<file path="config.mk">
export PLATFORM = sky130hd
export DESIGN_NAME = rdt_top
export DESIGN_NICKNAME = d
export VERILOG_FILES = /design/src/design/rdt_pkg.sv /design/src/design/rdt_chan_if.sv /design/src/design/rdt_top.sv /design/src/design/rdt_channel.sv
export SDC_FILE = /design/constraint.sdc
export NUM_CORES = 1
export LEC_CHECK = 0
export CORE_MARGIN = 1.5
export CORE_UTILIZATION = 57
export DETAILED_ROUTE_END_ITERATION = 8
export DONT_BUFFER_PORTS = 1
export PLACE_DENSITY = 0.72
export SYNTH_ARGS = -nofsm -noshare
export SYNTH_HDL_FRONTEND = slang
export SYNTH_HIERARCHICAL = 1
export SYNTH_SLANG_ARGS = --single-unit
</file>
<file path="constraint.sdc">
create_clock -name mclk_i -period 2.75 [get_ports mclk_i]
set_input_delay 0.1375 -clock mclk_i [delete_from_list [all_inputs] [get_ports mclk_i]]
set_output_delay 0.1375 -clock mclk_i [all_outputs]
set_load 0.03 [all_outputs]
</file>
<file path="src/design/rdt_pkg.sv">
// Constants shared by the reload down timer block.
// Assumes a single 200 MHz clock and an APB register slave.
// Notes on behaviour
// [RULE1] Each channel counts one of three internal clock rates or external event edges, chosen by software.
// [RULE2] Counting starts on a software trigger or on an external trigger edge, as software chooses.
// [RULE3] When the 16-bit counter underflows the channel can raise an interrupt request.
// [RULE4] In one-shot mode the channel stops at underflow until triggered again.
// [RULE5] In reload mode the reload value is copied into the counter at underflow and counting goes on.
// [RULE6] The block holds two independent channels.
// [RULE7] Internal clock mode accepts both triggers; event count mode accepts only the software trigger.
// [RULE8] Clock select values 00, 01 and 10 choose internal clock mode, each with its own period.
// [RULE9] In internal clock mode the counter decrements once per pulse of the selected rate.
// [RULE10] In internal clock mode activation happens on the software trigger or an external trigger edge.
// [RULE11] The underflow request can also start the intelligent I/O transfer service.
// [RULE12] Clock select value 11 chooses event count mode, decrementing on each external event edge.
// [RULE13] Each accepted trigger loads the reload value into the counter before decrementing.
package rdt_pkg;
   // ======================================================================
   // Register map, per channel stride 0x10.
   localparam logic [11:0] ADDR_CTRL      = 12'h000;
   localparam logic [11:0] ADDR_RELOAD    = 12'h004;
   localparam logic [11:0] ADDR_COUNT     = 12'h008;
   localparam logic [11:0] ADDR_IRQ_STAT  = 12'h040;
   localparam logic [11:0] ADDR_IRQ_MASK  = 12'h044;
   localparam logic [11:0] CH_STRIDE      = 12'h010;
   // ======================================================================
   // Control field positions.
   localparam int CTRL_ENABLE   = 0;
   localparam int CTRL_SWTRIG   = 1;
   localparam int CTRL_RELOAD   = 2;
   localparam int CTRL_EXTTRIG  = 3;
   localparam int CTRL_IOS      = 4;
   localparam int CTRL_CSL_LO   = 5;
   localparam int CTRL_RUNNING  = 8;
   localparam logic [1:0] CSL_EVENT = 2'h3;
   // ======================================================================
   // Prescaler ratios for select values 00, 01, 10.
   localparam int DIV0 = 2;
   localparam int DIV1 = 8;
   localparam int DIV2 = 32;
   localparam logic [15:0] RELOAD_RST = 16'h0000;
endpackage : rdt_pkg

</file>
<file path="src/design/rdt_chan_if.sv">
// Signals between the register slave and one timer channel.
// Assumes one clock domain.
`timescale 1ns/1ps
interface rdt_chan_if;
   logic        enable;
   logic        reload_mode;
   logic        ext_trig_en;
   logic [1:0]  csl;
   logic [15:0] reload;
   logic        sw_trig;
   logic [15:0] count;
   logic        running;
   logic        underflow;
   modport regs (output enable, reload_mode, ext_trig_en, csl, reload,
                 sw_trig, input count, running, underflow);
   modport chan (input enable, reload_mode, ext_trig_en, csl, reload,
                 sw_trig, output count, running, underflow);
endinterface : rdt_chan_if

</file>
<file path="src/design/rdt_top.sv">
// Two-channel reload down timer with an APB register slave.
// Assumes trigger and event pins are synchronous to mclk_i.
//
// Chosen here: the register addresses and the APB interface to the registers.
`timescale 1ns/1ps
module rdt_top #(
   parameter int NCH = 2
) (
   // Clock and reset.
   input  wire logic            mclk_i,
   input  wire logic            nrst_i,
   // APB slave.
   input  wire logic            psel_i,
   input  wire logic            penable_i,
   input  wire logic            pwrite_i,
   input  wire logic [11:0]     paddr_i,
   input  wire logic [31:0]     pwdata_i,
   output logic      [31:0]     prdata_o,
   output logic                 pready_o,
   output logic                 pslverr_o,
   // Pins.
   input  wire logic [NCH-1:0]  trig_i,
   input  wire logic [NCH-1:0]  event_i,
   // Requests.
   output logic                 irq_o,
   output logic [NCH-1:0]       ios_req_o
);
   logic [4:0]      pre_r;
   logic [2:0]      tick;
   logic [NCH-1:0]  stat_r;
   logic [NCH-1:0]  mask_r;
   logic [NCH-1:0]  ufl;
   logic [NCH-1:0]  ios_r;
   logic [31:0]     rd;
   logic            hit;
   logic            wr;
   logic            rdacc;

   // ======================================================================
   // Shared prescaler.
   always_ff @(posedge mclk_i or negedge nrst_i) begin
      if (!nrst_i) begin
         pre_r <= 5'h00;
      end else begin
         pre_r <= pre_r + 5'h01;
      end
   end
   // Each rate ticks once per period of its ratio, all from one counter.
   assign tick[0] = ((pre_r & 5'(rdt_pkg::DIV0 - 1))
                     == 5'(rdt_pkg::DIV0 - 1));
   assign tick[1] = ((pre_r & 5'(rdt_pkg::DIV1 - 1))
                     == 5'(rdt_pkg::DIV1 - 1));
   assign tick[2] = ((pre_r & 5'(rdt_pkg::DIV2 - 1))
                     == 5'(rdt_pkg::DIV2 - 1));

   assign wr    = psel_i & penable_i & pwrite_i;
   assign rdacc = psel_i & penable_i & ~pwrite_i;

   // ======================================================================
   // Channels.
   for (genvar g = 0; g < NCH; g++) begin : g_ch               // [RULE6]
      rdt_chan_if cif ();
      logic [15:0] reload_r;
      logic        en_r;
      logic        rl_r;
      logic        xt_r;
      logic [1:0]  csl_r;
      logic        sw_r;
      localparam logic [11:0] BASE = 12'(g * 16);
      always_ff @(posedge mclk_i or negedge nrst_i) begin
         if (!nrst_i) begin
            reload_r <= rdt_pkg::RELOAD_RST;
            en_r     <= 1'b0;
            rl_r     <= 1'b0;
            xt_r     <= 1'b0;
            csl_r    <= 2'h0;
            ios_r[g] <= 1'b0;
            sw_r     <= 1'b0;
         end else begin
            sw_r <= 1'b0;
            if (wr && paddr_i == BASE + rdt_pkg::ADDR_CTRL) begin
               en_r     <= pwdata_i[rdt_pkg::CTRL_ENABLE];
               sw_r     <= pwdata_i[rdt_pkg::CTRL_SWTRIG];
               rl_r     <= pwdata_i[rdt_pkg::CTRL_RELOAD];
               xt_r     <= pwdata_i[rdt_pkg::CTRL_EXTTRIG];
               ios_r[g] <= pwdata_i[rdt_pkg::CTRL_IOS];
               csl_r    <= pwdata_i[rdt_pkg::CTRL_CSL_LO +: 2];
            end
            if (wr && paddr_i == BASE + rdt_pkg::ADDR_RELOAD) begin
               reload_r <= pwdata_i[15:0];
            end
         end
      end
      assign cif.enable      = en_r;
      assign cif.reload_mode = rl_r;
      assign cif.ext_trig_en = xt_r;
      assign cif.csl         = csl_r;
      assign cif.reload      = reload_r;
      assign cif.sw_trig     = sw_r;
      assign ufl[g]          = cif.underflow;
      rdt_channel u_ch (
         .mclk_i  (mclk_i),
         .nrst_i  (nrst_i),
         .tick_i  (tick),
         .trig_i  (trig_i[g]),
         .event_i (event_i[g]),
         .ch      (cif.chan)
      );
   end

   // ======================================================================
   // Interrupt status, mask and transfer service requests.
   always_ff @(posedge mclk_i or negedge nrst_i) begin
      if (!nrst_i) begin
         stat_r <= '0;
         mask_r <= '0;
      end else begin
         // A read clears only the bits it reported, and a new underflow
         // wins, so an event between setup and access is not lost.
         if (rdacc && paddr_i == rdt_pkg::ADDR_IRQ_STAT) begin
            stat_r <= (stat_r & ~prdata_o[NCH-1:0]) | ufl;
         end else begin
            stat_r <= stat_r | ufl;                             // [RULE3]
         end
         if (wr && paddr_i == rdt_pkg::ADDR_IRQ_MASK) begin
            mask_r <= pwdata_i[NCH-1:0];
         end
      end
   end
   assign irq_o     = |(stat_r & mask_r & ~ios_r);
   assign ios_req_o = stat_r & mask_r & ios_r;                 // [RULE11]

   // ======================================================================
   // Read mux.
   always_comb begin
      rd  = 32'h0000_0000;
      hit = 1'b0;
      if (paddr_i == rdt_pkg::ADDR_IRQ_STAT) begin
         rd[NCH-1:0] = stat_r;
         hit = 1'b1;
      end
      if (paddr_i == rdt_pkg::ADDR_IRQ_MASK) begin
         rd[NCH-1:0] = mask_r;
         hit = 1'b1;
      end
      for (int i = 0; i < NCH; i++) begin
         if (paddr_i == 12'(i * 16) + rdt_pkg::ADDR_CTRL) begin
            hit = 1'b1;
         end
      end
      if (paddr_i == rdt_pkg::ADDR_CTRL) begin
         rd[rdt_pkg::CTRL_ENABLE]        = g_ch[0].en_r;
         rd[rdt_pkg::CTRL_RELOAD]        = g_ch[0].rl_r;
         rd[rdt_pkg::CTRL_EXTTRIG]       = g_ch[0].xt_r;
         rd[rdt_pkg::CTRL_IOS]           = ios_r[0];
         rd[rdt_pkg::CTRL_CSL_LO +: 2]   = g_ch[0].csl_r;
         rd[rdt_pkg::CTRL_RUNNING]       = g_ch[0].cif.running;
      end
      if (paddr_i == rdt_pkg::CH_STRIDE + rdt_pkg::ADDR_CTRL) begin
         rd[rdt_pkg::CTRL_ENABLE]        = g_ch[1].en_r;
         rd[rdt_pkg::CTRL_RELOAD]        = g_ch[1].rl_r;
         rd[rdt_pkg::CTRL_EXTTRIG]       = g_ch[1].xt_r;
         rd[rdt_pkg::CTRL_IOS]           = ios_r[1];
         rd[rdt_pkg::CTRL_CSL_LO +: 2]   = g_ch[1].csl_r;
         rd[rdt_pkg::CTRL_RUNNING]       = g_ch[1].cif.running;
      end
      for (int i = 0; i < NCH; i++) begin
         if (paddr_i == 12'(i * 16) + rdt_pkg::ADDR_RELOAD) begin
            hit = 1'b1;
         end
         if (paddr_i == 12'(i * 16) + rdt_pkg::ADDR_COUNT) begin
            hit = 1'b1;
         end
      end
      if (paddr_i == rdt_pkg::ADDR_RELOAD) rd[15:0] = g_ch[0].reload_r;
      if (paddr_i == rdt_pkg::ADDR_COUNT)  rd[15:0] = g_ch[0].cif.count;
      if (paddr_i == rdt_pkg::CH_STRIDE + rdt_pkg::ADDR_RELOAD)
         rd[15:0] = g_ch[1].reload_r;
      if (paddr_i == rdt_pkg::CH_STRIDE + rdt_pkg::ADDR_COUNT)
         rd[15:0] = g_ch[1].cif.count;
   end

   assign pready_o  = 1'b1;
   assign pslverr_o = psel_i & penable_i & ~hit;
   always_ff @(posedge mclk_i or negedge nrst_i) begin
      if (!nrst_i) begin
         prdata_o <= 32'h0000_0000;
      end else if (psel_i && !penable_i) begin
         prdata_o <= rd;
      end
   end
endmodule : rdt_top

</file>
<file path="src/design/rdt_channel.sv">
// One reload down timer channel.
// Assumes the prescaler enables are one-cycle pulses.
`timescale 1ns/1ps
module rdt_channel (
   // Clock and reset.
   input  wire logic   mclk_i,
   input  wire logic   nrst_i,
   // Prescaler ticks for select 00, 01, 10.
   input  wire logic [2:0] tick_i,
   // External pins, synchronous.
   input  wire logic   trig_i,
   input  wire logic   event_i,
   // Register side.
   rdt_chan_if.chan    ch
);
   logic trig_d_r;
   logic event_d_r;
   logic [15:0] count_r;
   logic running_r;
   logic uf_r;
   logic trig_edge;
   logic event_edge;
   logic step;
   logic start;

   assign trig_edge  = trig_i & ~trig_d_r;
   assign event_edge = event_i & ~event_d_r;
   // Event edges count only at select 11, internal ticks otherwise.
   assign step = running_r & ((ch.csl == rdt_pkg::CSL_EVENT) ? event_edge
                 : tick_i[ch.csl]);                       // [RULE1] [RULE9] [RULE12] [RULE8]
   // External trigger only counts in internal clock mode.
   assign start = ch.enable & (ch.sw_trig | (ch.ext_trig_en & trig_edge
                 & (ch.csl != rdt_pkg::CSL_EVENT)));     // [RULE2] [RULE7] [RULE10]

   always_ff @(posedge mclk_i or negedge nrst_i) begin
      if (!nrst_i) begin
         trig_d_r  <= 1'b0;
         event_d_r <= 1'b0;
      end else begin
         trig_d_r  <= trig_i;
         event_d_r <= event_i;
      end
   end

   always_ff @(posedge mclk_i or negedge nrst_i) begin
      if (!nrst_i) begin
         count_r   <= 16'h0000;
         running_r <= 1'b0;
         uf_r      <= 1'b0;
      end else begin
         uf_r <= 1'b0;
         if (!ch.enable) begin
            running_r <= 1'b0;
         end else if (start) begin
            count_r   <= ch.reload;                      // [RULE13]
            running_r <= 1'b1;
         end else if (step) begin
            if (count_r == 16'h0000) begin
               uf_r <= 1'b1;                             // [RULE3]
               if (ch.reload_mode) begin
                  count_r <= ch.reload;                  // [RULE5]
               end else begin
                  count_r   <= 16'hffff;
                  running_r <= 1'b0;                     // [RULE4]
               end
            end else begin
               count_r <= count_r - 16'h0001;
            end
         end
      end
   end

   assign ch.count     = count_r;
   assign ch.running   = running_r;
   assign ch.underflow = uf_r;
endmodule : rdt_channel

</file>
==> impl_metrics.toml <==
[setup_path]
arrival_ns = 2.65
path_class = "flip-flop to flip-flop"
cp_slowest_cell = "mux4_2"
path_common_cell = "ha_1"
cp_cell_sequence = "ha_1 -> and3_1 -> ha_1 -> mux4_2 -> a31o_2 -> o21ai_0 -> a22oi_1"
critPathCaptureType = "flip-flop"
cp-start-kind = "flip-flop"
path_max_fanout = 25
slowest_delay_ns = 0.53
required_ns = 2.96

[layout]
antenna_cells = 0
final_core_util_pct = 62.1
drive_gt1_share_pct = 18.5
nFillCells = 926
area_growth_pct = 6.91
nNetsFinal = 703
stdcell_area_um2 = 7030

[synthesis]
synth_area_um2 = 6580
synth-seq-cells = 111
yosys-top-cells-area = "dfrtp_1 (42%), mux2_2 (6.3%), o22ai_1 (2.9%)"
synth_area_leader_cell = "dfrtp_1"
yosysTopAreaCellShare_pct = 42.2
synthArstFlopShare_pct = 100
yosysSeqAreaShare_pct = 42.2
synth_cells = 643
yosysWarnings = 6
synth_flop_cell = "dfrtp_1"
synthTopCellsByCount = "dfrtp_1 (111), nand2_1 (40), mux2_2 (37), nor2_1 (37), inv_1 (32)"
synth_most_common_cell = "dfrtp_1"
ys_types = 74
synth-edff-count = 0
syn-mean-instance-area_um2 = 10.2

[timing]
finalHoldViolCount = 0
max_freq_mhz = 409
maxSlewViolCount = 0
setup-violations-final = 0
period_needed_ns = 2.45
fin_crit_sh_pct = 89.0
finClkSkew_ns = 0.00948
tns_ns = 0
worst_pin_slew_ns = 0.785
rsz0062_at_grt = "no"
hold_ws_ns = 0.0393
slew_headroom_pct = 47.7

[cts]
cts.sinks = 111
cts_tree = "yes"
clock_latency_ns = 0.36
clk_pin_slew_ns = 0.08
cts_root_buffer = "clkbuf_16"
cts_buffers = 9
cts_htree_levels = 3
ctsLongestPathBuffers = 2

[grt]
gr-total-overflow = 0
grt_usage_pct = 28.6
grt_pass1_vias = 5169
grt_antenna_before_repair = 0
grt_max_degree = 112
grt_pass1_wl_um = 27800

[power]
power_w = 0.00334
power.switching_w = 0.000814
p_clk_share_pct = 44.0
power_frac_comb_pct = 6.0
seqPwrFrac_pct = 50.1
swShare_pct = 24.3
p_leak_nw = 2.89
power_density_nw_per_um2 = 476
ir_worst_vdd_uv = 484
cellInternalPower_w = 0.00253

[die]
start_util_pct = 58.1
coreArea_um2 = 11300
rows = 39
dieArea_um2 = 12200
ios = 90
die_w_um = 110
die_h_um = 110

[placed_design]
portBuffers = 0
placed_area_um2 = 6460
routabilityCongestion = 0.961
dp_hpwl_um = 11900

[detailed_routing]
drt-initial-drc-count = 670
wire_per_inst_um = 21.6
detail-route-antenna-nets = 0
drc_errors = 0
num_vias = 5306
via_per_inst = 6.71
wl_um = 17100
drt_pass1_iterations = 5

[job]
maxCapViolCount = 0

[run_status]
status = "complete, no violations"

[hold_path]
holdCritPathClass = "input port to flip-flop"
==> routing by layer <==
metal	vias to the layer above	share of wire, %	global-route usage [%]
met3	41	8.0	6.31
met4	0	3.9	12.1
met5	-	0	0
met1	2614	42	39.6
li1	2370	-	-
met2	281	46	43.6
==> layout by cell type, fill, tap and decap left out, drive strengths merged, types with 8 or more instances in the layout <==
| master | count |
|---|---|
| o221ai | 11 |
| a2bb2oi | 14 |
| a32o | 8 |
| nor3 | 27 |
| o21ai | 37 |
| nand3 | 19 |
| dfrtp | 111 |
| or2 | 8 |
| nand2b | 11 |
| a21oi | 27 |
| nor2 | 39 |
| nor4 | 13 |
| a211oi | 11 |
| inv | 36 |
| a22oi | 14 |
| dlygate4sd3 | 21 |
| clkbuf | 9 |
| conb | 17 |
| o22ai | 31 |
| mux2 | 47 |
| nand2 | 40 |
==> stage by stage <==
step,worst slack (ns),instances
6_report,0.304,791
4_1_cts,0.309,789
3_3_place_gp,0.436,753
3_5_place_dp,0.343,753
2_1_floorplan,0.576,658
5_1_grt,0.171,791
==> what timing repair did <==
action                                 in CTS  in global routing
buffers inserted                            0                  0
resized for setup                           0                  0
hold buffers                               20                  2
endpoints found under the hold margin     163                111
==> path summary, 6_finish.rpt <==
check / startpoint / endpoint / slack [ns] / cells after the start
setup / recovery: pre_r[0] / g_ch[0].u_ch/ch.count[4] / 0.30 / 7
hold / removal: paddr_i[4] / prdata_o[1] / 0.04 / 2
setup reg to reg: pre_r[0] / g_ch[0].u_ch/ch.count[4] / 0.30 / 7
hold reg to reg: g_ch[1].u_ch/ch.underflow / stat_r[1] / 0.44 / 1
max in group asynchronous: nrst_i / g_ch[0].cif.reload[1] / 1.89 / 2
min in group asynchronous: nrst_i / g_ch[1].u_ch/ch.count[7] / 0.34 / 2
==> power by group through the flow <==
stage / Combinational (W) / Clock [W] / Sequential, W
2_1_floorplan: 0.000138 / 0 / 0.00170
3_3_place_gp: 0.000122 / 0 / 0.00171
3_5_place_dp: 0.000123 / 0 / 0.00171
4_1_cts: 0.000160 / 0.00150 / 0.00167
5_1_grt: 0.000217 / 0.00154 / 0.00168
6_report: 0.000200 / 0.00147 / 0.00167
==> flip-flops by register name, summed over array words and instances, names as in the netlist, 4 cells and up <==
| register | flops |
|---|---|
| g_ch.cif.reload | 32 |
| g_ch.u_ch/ch.count | 32 |
| prdata_o | 16 |
| pre_r | 5 |
| g_ch.cif.csl | 4 |
==> kinds of logic (layout without fill, tap and decap cells) <==
logic type / after synthesis / in the layout / synth area share [%]
muxes: 50 / 50 / 9.46
AOI/OAI and AO/OA: 189 / 189 / 20.5
buffers and inverters: 86 / 76 / 7.88
DFF: 111 / 111 / 42.2
xor gates and xnor gates: 1 / 1 / 0.133
and+or+nand+nor: 197 / 197 / 18.3
other: 2 / 17 / 0.114
adders and majority gates: 7 / 7 / 1.33
==> worst max-delay path, delay by kind of cell (launching register included) <==
family / cells / cell delay, ns
compound gates: 3 / 0.71
flops: 1 / 0.43
simple gates: 1 / 0.19
fa+ha+maj: 2 / 0.42
mux: 1 / 0.53
==> final cells by class <==
| cell class | instances | area, um2 | area share (%) |
|---|---|---|---|
| flip-flops and latches | 111 | 2780 | 39.5 |
| inverters | 32 | 120 | 1.71 |
| well taps | 143 | 179 | 2.55 |
| clock inverters | 7 | 109 | 1.55 |
| multi-input cells | 461 | 3340 | 47.5 |
| repair buffers | 28 | 283 | 4.02 |
| clock buffers | 9 | 225 | 3.20 |
Note: power is estimated with default switching activity, not from simulation.
